File: src/cacc_defs.svh
// Constants for the counter array capture/compare block.
// Assumes byte addresses on an 8-bit APB address bus, 32-bit data.
`ifndef CACC_DEFS_SVH
`define CACC_DEFS_SVH

// ==========================================================
// Structure
`define CACC_NMOD        5
`define CACC_WDT_MOD     4

// ==========================================================
// Register byte addresses (module registers step by one word)
`define CACC_A_CMODE     8'h00
`define CACC_A_CCTRL     8'h04
`define CACC_A_CNT_LO    8'h08
`define CACC_A_CNT_HI    8'h0c
`define CACC_A_MMODE     8'h10
`define CACC_A_CMP_LO    8'h30
`define CACC_A_CMP_HI    8'h50
`define CACC_A_STEP      8'h04

// ==========================================================
// Counter mode register fields
`define CACC_CM_WATCHDOG_ENABLE_BIT     6
`define CACC_CM_SRC_HI   2
`define CACC_CM_SRC_LO   1
`define CACC_CM_OVF_IE   0
`define CACC_CM_MASK     8'h47

// ==========================================================
// Counter control register fields and module mode mask
`define CACC_CC_OVF      7
`define CACC_CC_RUN      6
`define CACC_CC_MASK     8'hdf
`define CACC_MODE_MASK   8'h7f

// ==========================================================
// Count sources and divider
`define CACC_SRC_DIV12   2'b00
`define CACC_SRC_DIV4    2'b01
`define CACC_SRC_T0      2'b10
`define CACC_SRC_EXT     2'b11
`define CACC_DIV12_LAST  4'hb
`define CACC_DIV4_LAST   2'h3

// ==========================================================
// Values
`define CACC_RST_BYTE    8'h00
`define CACC_RST_WORD    16'h0000
`define CACC_LO_WRAP     8'hff
`define CACC_CNT_MAX     16'hffff

`endif

File: src/cacc_pkg.sv
// Types and mode decoding for the counter array capture/compare block.
// Assumes cacc_defs.svh is on the include path.
package cacc_pkg;

  // ==========================================================
  // Per-module mode byte, bit 7 reserved
  typedef struct packed {
    logic rsvd;
    logic compare_enable;
    logic capture_rise_enable;
    logic capture_fall_enable;
    logic match_flag_enable;
    logic toggle_on_match;
    logic pwm_select;
    logic module_irq_enable;
  } cacc_mode_t;

  // 16-bit value as high and low bytes
  typedef struct packed {
    logic [7:0] hi;
    logic [7:0] lo;
  } cacc_word_t;

  // ==========================================================
  // Mode decoding
  function automatic logic cacc_is_capture(cacc_mode_t m);
    return (m.capture_rise_enable | m.capture_fall_enable) &
           !m.match_flag_enable & !m.toggle_on_match & !m.pwm_select;
  endfunction

  function automatic logic cacc_is_compare(cacc_mode_t m);
    return m.compare_enable & m.match_flag_enable & !m.pwm_select &
           !m.capture_rise_enable & !m.capture_fall_enable;
  endfunction

  function automatic logic cacc_is_pwm(cacc_mode_t m);
    return m.compare_enable & m.pwm_select & !m.capture_rise_enable &
           !m.capture_fall_enable & !m.match_flag_enable &
           !m.toggle_on_match & !m.module_irq_enable;
  endfunction

endpackage

File: src/cacc_top.sv
// Counter array: five capture/compare modules on one 16-bit counter.
// Assumes an APB master on pclk and module pins from outside the clock.
`timescale 1ns/1ps
`include "cacc_defs.svh"

// Functional notes
// - Rising pin edge captures counter when enabled
// - Falling pin edge captures counter when enabled
// - Both enables capture on every pin transition
// - Capture copies counter bytes into compare registers
// - Capture interrupt needs flag and module enable
// - Timer mode compares counter each count
// - Timer match interrupts with flag and enable
// - Toggle mode inverts pin on each match
// - All PWM modules share counter frequency
// - PWM pin low below compare, else high
// - Low byte wrap reloads compare low byte
// - PWM selected by pwm and compare with all other mode bits clear
// - Only module four can be watchdog
// - Watchdog match raises internal reset and sets module four flag
// - Watchdog armed by compare mode and enable
// - Clearing enable blocks reset, setting re-arms
// - Hardware sets flags, only software clears
// - Two-bit field selects counter count source
// - Counter counts only while run bit set
// - Mode register bit layout six down to zero
module cacc_top
  import cacc_pkg::*;
(
  input  wire logic                  pclk,
  input  wire logic                  presetn,
  input  wire logic                  psel,
  input  wire logic                  penable,
  input  wire logic                  pwrite,
  input  wire logic [7:0]            paddr,
  input  wire logic [31:0]           pwdata,
  output      logic [31:0]           prdata,
  output      logic                  pready,
  output      logic                  pslverr,
  input  wire logic [`CACC_NMOD-1:0] module_pin_in,
  output      logic [`CACC_NMOD-1:0] module_pin_out,
  output      logic [`CACC_NMOD-1:0] module_pin_oe_n,
  input  wire logic                  external_count_input,
  input  wire logic                  timer0_overflow,
  output      logic                  counter_irq,
  output      logic                  watchdog_reset
);

  // ==========================================================
  // State
  logic [7:0]            counter_mode_register;
  logic [7:0]            counter_control_register;
  cacc_word_t            cnt;
  cacc_mode_t            module_mode_control [`CACC_NMOD];
  cacc_word_t            cmp                 [`CACC_NMOD];
  logic [3:0]            div;
  logic [`CACC_NMOD-1:0] pin_s1, pin_s2, pin_s3;
  logic                  eci_s1, eci_s2, eci_s3;

  logic [7:0]            next_counter_mode_register;
  logic [7:0]            next_counter_control_register;
  cacc_word_t            next_cnt;
  cacc_mode_t            next_mode           [`CACC_NMOD];
  cacc_word_t            next_cmp            [`CACC_NMOD];
  logic [3:0]            next_div;
  logic [`CACC_NMOD-1:0] next_pin_out, next_oe_n;
  logic                  next_irq, next_wdt;
  logic [31:0]           next_prdata;
  logic                  next_pready, next_pslverr;

  // Decode results and events
  logic                  access, commit, rd_hit;
  logic [7:0]            rd_byte;
  logic                  wr_cm, wr_cc, wr_cl, wr_ch;
  logic [`CACC_NMOD-1:0] wr_mode, wr_lo, wr_hi;
  logic                  src_tick, tick, ovf, wdt_armed;
  logic [15:0]           cnt_inc;
  logic [`CACC_NMOD-1:0] rise, fall, cap_ev, match_ev, flag_set, irq_en;

  // Address of a per-module register
  function automatic logic [7:0] mod_addr(logic [7:0] base, int i);
    return base + 8'(i) * `CACC_A_STEP;
  endfunction

  // ==========================================================
  // APB slave: access phase takes two cycles, commit with pready
  always_comb begin
    access       = psel & penable;
    commit       = access & pready;
    wr_cm        = commit & pwrite & (paddr == `CACC_A_CMODE);
    wr_cc        = commit & pwrite & (paddr == `CACC_A_CCTRL);
    wr_cl        = commit & pwrite & (paddr == `CACC_A_CNT_LO);
    wr_ch        = commit & pwrite & (paddr == `CACC_A_CNT_HI);
    rd_hit       = 1'b1;
    rd_byte      = `CACC_RST_BYTE;
    case (paddr)
      `CACC_A_CMODE:  rd_byte = counter_mode_register;
      `CACC_A_CCTRL:  rd_byte = counter_control_register;
      `CACC_A_CNT_LO: rd_byte = cnt.lo;
      `CACC_A_CNT_HI: rd_byte = cnt.hi;
      default:        rd_hit  = 1'b0;
    endcase
    for (int i = 0; i < `CACC_NMOD; i++) begin
      wr_mode[i] = commit & pwrite & (paddr == mod_addr(`CACC_A_MMODE, i));
      wr_lo[i]   = commit & pwrite & (paddr == mod_addr(`CACC_A_CMP_LO, i));
      wr_hi[i]   = commit & pwrite & (paddr == mod_addr(`CACC_A_CMP_HI, i));
      if (paddr == mod_addr(`CACC_A_MMODE, i)) begin
        rd_hit  = 1'b1;
        rd_byte = module_mode_control[i];
      end
      if (paddr == mod_addr(`CACC_A_CMP_LO, i)) begin
        rd_hit  = 1'b1;
        rd_byte = cmp[i].lo;
      end
      if (paddr == mod_addr(`CACC_A_CMP_HI, i)) begin
        rd_hit  = 1'b1;
        rd_byte = cmp[i].hi;
      end
    end
    next_pready  = access & !pready;
    next_pslverr = access & !pready & !rd_hit;
    next_prdata  = prdata;
    if (access & !pready) begin
      next_prdata = {24'h000000, rd_byte};
    end
  end

  // ==========================================================
  // Input synchronisers, first stage feeds only the second
  always_ff @(posedge pclk or negedge presetn) begin
    if (!presetn) begin
      pin_s1 <= '0;
      pin_s2 <= '0;
      pin_s3 <= '0;
      eci_s1 <= 1'b0;
      eci_s2 <= 1'b0;
      eci_s3 <= 1'b0;
    end else begin
      pin_s1 <= module_pin_in;
      pin_s2 <= pin_s1;
      pin_s3 <= pin_s2;
      eci_s1 <= external_count_input;
      eci_s2 <= eci_s1;
      eci_s3 <= eci_s2;
    end
  end

  // ==========================================================
  // Count source, shared counter and control registers
  always_comb begin
    next_div = (div == `CACC_DIV12_LAST) ? 4'h0 : div + 4'h1;
    case (counter_mode_register[`CACC_CM_SRC_HI:`CACC_CM_SRC_LO])
      `CACC_SRC_DIV12: src_tick = (div == `CACC_DIV12_LAST);
      `CACC_SRC_DIV4:  src_tick = (div[1:0] == `CACC_DIV4_LAST);
      `CACC_SRC_T0:    src_tick = timer0_overflow;
      `CACC_SRC_EXT:   src_tick = eci_s2 & !eci_s3;
      default:         src_tick = 1'b0;
    endcase
    tick    = counter_control_register[`CACC_CC_RUN] & src_tick;
    cnt_inc = cnt + 16'h0001;
    ovf     = tick & (cnt == `CACC_CNT_MAX);
    next_cnt = cnt;
    if (tick) begin
      next_cnt = cnt_inc;
    end
    if (wr_cl) begin
      next_cnt.lo = pwdata[7:0];
    end
    if (wr_ch) begin
      next_cnt.hi = pwdata[7:0];
    end
    next_counter_mode_register = counter_mode_register;
    if (wr_cm) begin
      next_counter_mode_register = pwdata[7:0] & `CACC_CM_MASK;
    end
    // Software write may clear flags; hardware set wins
    next_counter_control_register = counter_control_register;
    if (wr_cc) begin
      next_counter_control_register = pwdata[7:0] & `CACC_CC_MASK;
    end
    next_counter_control_register[`CACC_NMOD-1:0] =
      next_counter_control_register[`CACC_NMOD-1:0] | flag_set;
    if (ovf) begin
      next_counter_control_register[`CACC_CC_OVF] = 1'b1;
    end
  end

  // ==========================================================
  // Capture/compare modules
  always_comb begin
    rise         = pin_s2 & ~pin_s3;
    fall         = ~pin_s2 & pin_s3;
    next_pin_out = module_pin_out;
    next_oe_n    = module_pin_oe_n;
    for (int i = 0; i < `CACC_NMOD; i++) begin
      next_mode[i] = module_mode_control[i];
      if (wr_mode[i]) begin
        next_mode[i] = cacc_mode_t'(pwdata[7:0] & `CACC_MODE_MASK);
      end
      // Capture on selected edges
      cap_ev[i] = cacc_is_capture(module_mode_control[i]) &
        ((module_mode_control[i].capture_rise_enable & rise[i]) |
         (module_mode_control[i].capture_fall_enable & fall[i]));
      // Match on the count that reaches the compare value
      match_ev[i] = cacc_is_compare(module_mode_control[i]) & tick &
                    (cnt_inc == cmp[i]);
      flag_set[i] = cap_ev[i] | match_ev[i];
      irq_en[i]   = module_mode_control[i].module_irq_enable;
      next_cmp[i] = cmp[i];
      if (wr_lo[i]) begin
        next_cmp[i].lo = pwdata[7:0];
      end
      if (wr_hi[i]) begin
        next_cmp[i].hi = pwdata[7:0];
      end
      // Glitch-free duty update at low byte wrap
      if (cacc_is_pwm(module_mode_control[i]) && tick &&
          cnt.lo == `CACC_LO_WRAP) begin
        next_cmp[i].lo = cmp[i].hi;
      end
      if (cap_ev[i]) begin
        next_cmp[i] = cnt;
      end
      // Pin drive: toggle on match, or PWM level
      if (cacc_is_compare(module_mode_control[i]) &&
          module_mode_control[i].toggle_on_match) begin
        next_oe_n[i] = 1'b0;
        if (match_ev[i]) begin
          next_pin_out[i] = !module_pin_out[i];
        end
      end else if (cacc_is_pwm(module_mode_control[i])) begin
        next_oe_n[i]    = 1'b0;
        next_pin_out[i] = (cnt.lo >= cmp[i].lo);
      end else begin
        next_oe_n[i] = 1'b1;
      end
    end
    // Interrupt request from flags gated by enables
    next_irq = (counter_control_register[`CACC_CC_OVF] &
                counter_mode_register[`CACC_CM_OVF_IE]) |
               (|(counter_control_register[`CACC_NMOD-1:0] & irq_en));
    // Watchdog on module four only
    wdt_armed = counter_mode_register[`CACC_CM_WATCHDOG_ENABLE_BIT] &
                cacc_is_compare(module_mode_control[`CACC_WDT_MOD]);
    next_wdt  = wdt_armed & match_ev[`CACC_WDT_MOD];
  end

  // ==========================================================
  // Registers
  always_ff @(posedge pclk or negedge presetn) begin
    if (!presetn) begin
      counter_mode_register    <= `CACC_RST_BYTE;
      counter_control_register <= `CACC_RST_BYTE;
      cnt                      <= `CACC_RST_WORD;
      div                      <= 4'h0;
      for (int i = 0; i < `CACC_NMOD; i++) begin
        module_mode_control[i] <= cacc_mode_t'(`CACC_RST_BYTE);
        cmp[i]                 <= `CACC_RST_WORD;
      end
      module_pin_out  <= '0;
      module_pin_oe_n <= '1;
      counter_irq     <= 1'b0;
      watchdog_reset  <= 1'b0;
      prdata          <= 32'h00000000;
      pready          <= 1'b0;
      pslverr         <= 1'b0;
    end else begin
      counter_mode_register    <= next_counter_mode_register;
      counter_control_register <= next_counter_control_register;
      cnt                      <= next_cnt;
      div                      <= next_div;
      module_mode_control      <= next_mode;
      cmp                      <= next_cmp;
      module_pin_out           <= next_pin_out;
      module_pin_oe_n          <= next_oe_n;
      counter_irq              <= next_irq;
      watchdog_reset           <= next_wdt;
      prdata                   <= next_prdata;
      pready                   <= next_pready;
      pslverr                  <= next_pslverr;
    end
  end
endmodule

File: config.mk
export PLATFORM = sky130hd
export DESIGN_NAME = cacc_top
export DESIGN_NICKNAME = d
export VERILOG_FILES = /design/src/cacc_pkg.sv /design/src/cacc_top.sv
export VERILOG_INCLUDE_DIRS = /design/src
export SDC_FILE = /design/constraint.sdc
export NUM_CORES = 1
export LEC_CHECK = 0
export ABC_AREA = 1
export CORE_MARGIN = 8
export CORE_UTILIZATION = 50
export CTS_CLUSTER_SIZE = 40
export DETAILED_ROUTE_END_ITERATION = 10
export DONT_BUFFER_PORTS = 1
export SETUP_SLACK_MARGIN = 0.1
export SYNTH_ARGS = -nofsm -noshare
export SYNTH_HDL_FRONTEND = slang
export SYNTH_SLANG_ARGS = --single-unit
File: constraint.sdc
create_clock -name pclk -period 3.2 [get_ports pclk]
set_clock_uncertainty 0.2 [all_clocks]
set_input_delay 0.64 -clock pclk [delete_from_list [all_inputs] [get_ports pclk]]
set_output_delay 0.64 -clock pclk [all_outputs]
set_load 0.02 [all_outputs]
# --- Yosys cells after proc, flatten, opt, wreduce, memory -nomap -nowiden ---
# Cells that the tools add are included.
word_totals:
  regBits: 186
  latchBits: 0
  ram_bits: 0
  romBits: 0
  in_bits: 52
  output_inout_bits: 46
  word_cells: 417
  mem_count: 0
op_classes:
  n_addsub: 2
  mul: 0
  n_div: 0
  magnitude_cmp: 5
  eq_ne: 35
  shifts: 0
  n_mux: 84
  n_bitwise: 142
  reduce_logical: 80
ops:
  columns: ["cell", "count"]
  rows:
  - ["two-way mux 8 bit", 33]
  - ["AND 1 bit", 120]
  - ["two-way mux 16 bit", 6]
  - ["equality test 16 bit", 5]
  - ["equality test 8 x 7 -> 1 bit (second input constant)", 6]
  - ["two-way mux 1 bit", 42]
  - ["equality test 8 x 6 -> 1 bit (second input constant)", 5]
  - ["greater-or-equal comparator 8 bit", 5]
  - ["logical NOT 1 bit", 38]
  - ["equality test 8 x 5 -> 1 bit (second input constant)", 4]
  - ["one-hot mux 8 bit (4 select lines)", 1]
  - ["nonzero test 2 bit", 13]
  - ["adder 16 x 1 -> 16 bit (second input constant)", 1]
  - ["equality test 16 bit (second input constant)", 1]
  - ["equality test 8 x 4 -> 1 bit (second input constant)", 2]
  - ["bitwise OR 1 bit", 16]
  - ["AND 5 bit", 3]
  - ["logical AND 1 bit", 15]
  - ["nonzero test 3 bit", 5]
  - ["inequality test 2 bit (second input constant)", 5]
  - ["NOT 5 bit", 2]
  - ["AND reduction 2 bit", 5]
  - ["equality test 8 x 3 -> 1 bit (second input constant)", 1]
  - ["equality test 8 bit (second input constant)", 1]
  - ["other kinds (11)", 13]

# --- Depth between registers and ports, before layout ---
logic_depth:
  depth_word: 20
  mapped_depth: 18
  mapped_depth_nobuf: 17

# --- Least setup slack after synthesis ---
# Ideal clock, no wire load.
synth_timing:
  kind: "input-to-reg"
  from: "input port paddr[4]"
  to: "register cmp[11] (netlist name)"
  setup_time_ps: 128
  arrival_ps: 2096
  required_ps: 2872
  path_slack_ps: 777
  cell_stages: 10
  n_path_buf: 2
  path_cell_list: "buf_2 -> nor2_1 -> inv_2 -> nor3_1 -> inv_1 -> o21ai_1 -> inv_1 -> clkbuf_1 -> nand2_1 -> o21ai_0"
synth_via:
  elab_chain_cells: 3
synth_rtl:
  columns: ["element", "line_no", "text"]
  rows:
  - ["start: declaration", "cacc_top.sv:35", "input wire logic [7:0] paddr,"]
  - ["equality test 8 x 7 -> 1 bit", "cacc_top.sv:106", "wr_hi[i] = commit & pwrite & (paddr == mod_addr(`CACC_A_CMP_HI, i));"]
  - ["AND 1 bit", "cacc_top.sv:106", null]
  - ["nonzero test 2 bit (no source line)", null, null]
  - ["end signal: indexed assignment", "cacc_top.sv:258", "cmp[i] <= `CACC_RST_WORD;"]
  - ["end signal: assignment", "cacc_top.sv:273", "cmp <= next_cmp;"]
  - ["end: declaration", "cacc_top.sv:55", "cacc_word_t cmp [`CACC_NMOD];"]
# Every way passes these cells.
# A chain may end at the register's enable or synchronous reset.

# --- Final worst setup path ---
layout_timing:
  from: "register cnt[0] (netlist name)"
  to: "register module_pin_out[3]"
layout_via:
  elab_chain_cells: 5
  word_cells_on_any_way: 8
  cone_classes: "add/sub (1); order compare (1); eq/ne (2); mux (2); bitwise (1); reduce/logical (1)"
layout_rtl:
  columns: ["element", "line_no", "text"]
  rows:
  - ["start: declaration", "cacc_top.sv:53", "cacc_word_t cnt;"]
  - ["start signal: assignment", "cacc_top.sv:254", "cnt <= `CACC_RST_WORD;"]
  - ["start signal: assignment", "cacc_top.sv:270", "cnt <= next_cnt;"]
  - ["adder 16 x 1 -> 16 bit", "cacc_top.sv:160", "cnt_inc = cnt + 16'h0001;"]
  - ["equality test 16 bit", "cacc_top.sv:206", "(cnt_inc == cmp[i]);"]
  - ["AND 1 bit", "cacc_top.sv:205", "match_ev[i] = cacc_is_compare(module_mode_control[i]) & tick &"]
  - ["inequality test 2 bit (no source line)", null, null]
  - ["AND reduction 2 bit (no source line)", null, null]
  - ["end signal: assignment", "cacc_top.sv:274", "module_pin_out <= next_pin_out;"]
  - ["end: declaration", "cacc_top.sv:41", "output logic [`CACC_NMOD-1:0] module_pin_out,"]
# Parallel ways exist; a longest one is shown, timed or not. The select of a mux whose other input is x is not followed.

==> summary.txt <==
M1 WL -> 19,800 um
Worst R2R Setup Slack -> 250 ps
Post-synthesis cell count -> 1,727
Die area -> 30,200 sq um
Post-CTS Setup Repair Bufs -> 0
Least-Margin Pin Slew -> 909 ps
Crit path from -> cnt[0]
WS Path Type -> flop to flop
Top sig layer -> met4
Pin count of the biggest net entering global routing -> 187
Reg2reg start -> cnt[0]
Share of Yosys cell area claimed by the top area cell type -> 36.4%
CP required -> 3340 ps
FMAX -> 0.339 GHz
Clk_lat worst skew -> 450 ps
Final Hold Viols -> 184
Yosys reg bits -> 186
Max-Slew Margin vs Limit -> 38.8%
Initial core utilization -> 51.0%
PortBufs -> 0
Final ANT Viol Nets -> 0
Status -> complete, but fails checks
Clk buf depth -> 2
RSZ-0062 raised after global routing -> no
Global-route wire length before repair -> 75,000 um
Post-synth ARST share -> 100%
Nets@finish -> 1,884
Syn_area_per_cell -> 7.20 sq um
Worst R2R End -> module_pin_out[3]
Post-synth top cells -> nand2_1 (412), o21ai_0 (192), inv_1 (191), dfrtp_1 (181), nor2_1 (177)
Most common flop cell mapped by yosys -> dfrtp_1
Count leader, synth -> nand2_1
Initial antenna violation count -> 0
Tmin final -> 2950 ps
Startpoint types -> flop
Area delta synth->final -> 11.6%
Fin crit share -> 92.1%
Final setup fails -> 0
Residual DRC count -> 0
Die H -> 174 um
Core area -> 24,400 sq um
Sequential fraction of the synthesis area -> 37.5%
I/O Pins -> 98
CTS tree -> yes
Clock Sinks -> 186
Gp weighted congestion -> 1.05
Wirelength per Cell -> 23.7 um
Failing checks -> negative hold slack
GRT Overall Usage -> 32.8%
Crit path DAT -> 3090 ps
Vias in the first global route -> 11,970
Cts bufs inserted -> 17
Antenna diodes -> 0
Setup TNS -> 0 ps
Util after Layout -> 56.9%
Area leader, netlist -> dfrtp_1
Placed inst area -> 13,200 sq um
Wirelength, routed -> 50,400 um
Post-Layout Inst Area -> 13,900 sq um
Reg clk slew, reported paths -> 80 ps
Final Max Slew Viols -> 0
Worst hold path type -> primary input to async pin
Max_cap viols -> 0
Met2 wire length -> 21,800 um
Warnings from Yosys -> 0
Unique masters post-synth -> 54
Cell Pwr Density -> 469 nW/um^2
Layout cells sized above 1 -> 10.1%
Die Wd -> 174 um
Min Hold Slack -> -318 ps
CP endpoint kind -> flop
Met3 wire length -> 5220 um
EDFF count, synth -> 0
Vias per cell -> 6.04
Site Rows -> 57
Crit Path Max Fanout -> 7
Overflow left after global routing -> 0
Synthesized cell area -> 12,400 sq um
Max VDD drop -> 0.000347 V
Hpwl dp -> 37,600 um
Pwr Total -> 6.52 mW
Via count -> 12,846
Ranking of synthesized cells by area -> dfrtp_1 (36%), nand2_1 (12%), o21ai_0 (7.7%)
Drt initial violations -> 1,661
H-tree lvl count -> 4
Lkg Pwr -> 6.38 nW
Clock root cell -> clkbuf_16
Worst reg-to-reg path cell count -> 16
DRT Pass-1 Iters -> 5
## cell type report
class,count,area (sq um)
fillers,2379,10500
multi-input cells,1273,6660
flip-flops and latches,186,4660
inverters,212,796
repair buffers,100,766
clock buffers,18,439
well taps,324,405
clock inverters,14,156
## critical path, cell delays in order (launching register included)
cell     delay (ps)
dfrtp_1         360
buf_4           240
nand3_1         130
inv_2           140
nand2_2          90
nor2_4          160
inv_2            90
nor2_1          100
nand2_1         220
nand2_1         320
o22ai_1         120
nor2_1          100
nand3_1         240
nand2_1         160
nand2_1          60
nand2_1          50
nand2_1          50
## placed cells by master, fill, tap and decap left out, types with 3 or more instances in the layout
cell type	n
inv_8	3
inv_6	3
nand2_2	9
nor3_4	3
nor2_1	176
conb_1	24
inv_2	13
clkinv_4	3
or2_2	7
clkinv_8	4
nor3_1	10
dfrtp_1	180
nor2_2	5
ha_1	42
clkbuf_16	17
nand4_1	53
o221ai_1	17
nor4_1	14
a211oi_1	19
nand2_1	412
buf_4	94
o22ai_1	53
inv_1	191
dfstp_2	5
o211ai_1	22
nand3_1	59
o21ai_1	14
a21oi_1	53
nand3b_1	10
dlygate4sd3_1	6
clkinv_1	8
xor2_1	41
o2111ai_1	6
o21ai_0	192
## registers in the layout, indices dropped and copies added (netlist names), 4 cells and up
| signal | flops |
|---|---|
| cmp | 80 |
| module_mode_control | 30 |
| cnt | 16 |
| prdata | 8 |
| counter_control_register | 7 |
| irq_en | 5 |
| module_pin_oe_n | 5 |
| module_pin_out | 5 |
| pin_s1 | 5 |
| pin_s2 | 5 |
| pin_s3 | 5 |
| counter_mode_register | 4 |
| div | 4 |
## layer usage
| metal | GRT usage [%] | up-vias |
|---|---|---|
| met5 | 0 | - |
| met4 | 20.8 | 0 |
| met3 | 7.10 | 206 |
| met2 | 49.4 | 731 |
| met1 | 42.3 | 6037 |
| li1 | - | 5872 |
## where the power goes
| part | total [mW] | internal, mW | switching (mW) |
|---|---|---|---|
| clock network | 2.19 | 1.07 | 1.12 |
| logic | 1.76 | 0.590 | 1.17 |
| registers | 2.57 | 2.43 | 0.139 |
## kinds of logic after synthesis
group	Yosys count	share of synthesized area (%)
XOR/XNOR	43	3.24
other	1	0.0301
buffers and inverters	291	9.74
adder cells (fa/ha/maj)	42	4.22
multiplexers	1	0.0805
AO/OA/AOI/OAI	391	18.3
AND/OR/NAND/NOR	772	26.9
flip-flops	186	37.5
## worst max path at each step
stage / end / slack, ps / cells after the start
3_5_place_dp: prdata[5] / 280 / 14
3_3_place_gp: prdata[5] / 300 / 14
4_1_cts: watchdog_reset / 260 / 12
6_report: module_pin_out[3] / 250 / 16
2_1_floorplan: cmp[11] / 780 / 10
5_1_grt: module_pin_out[3] / 120 / 15
## timing repair
item	in CTS	in global routing
hold endpoints to repair	186	192
resized for setup	0	2
setup endpoints to repair	0	1
## stage by stage
step           hold slack (ps)  std cells  setup WS, ps
3_5_place_dp               136       2089           277
4_1_cts                   -320       2121           256
5_1_grt                   -335       2127           119
6_report                  -318       2127           253
2_1_floorplan              131       1750           777
3_3_place_gp               132       2089           303
Power figures use the tool's default switching activity.
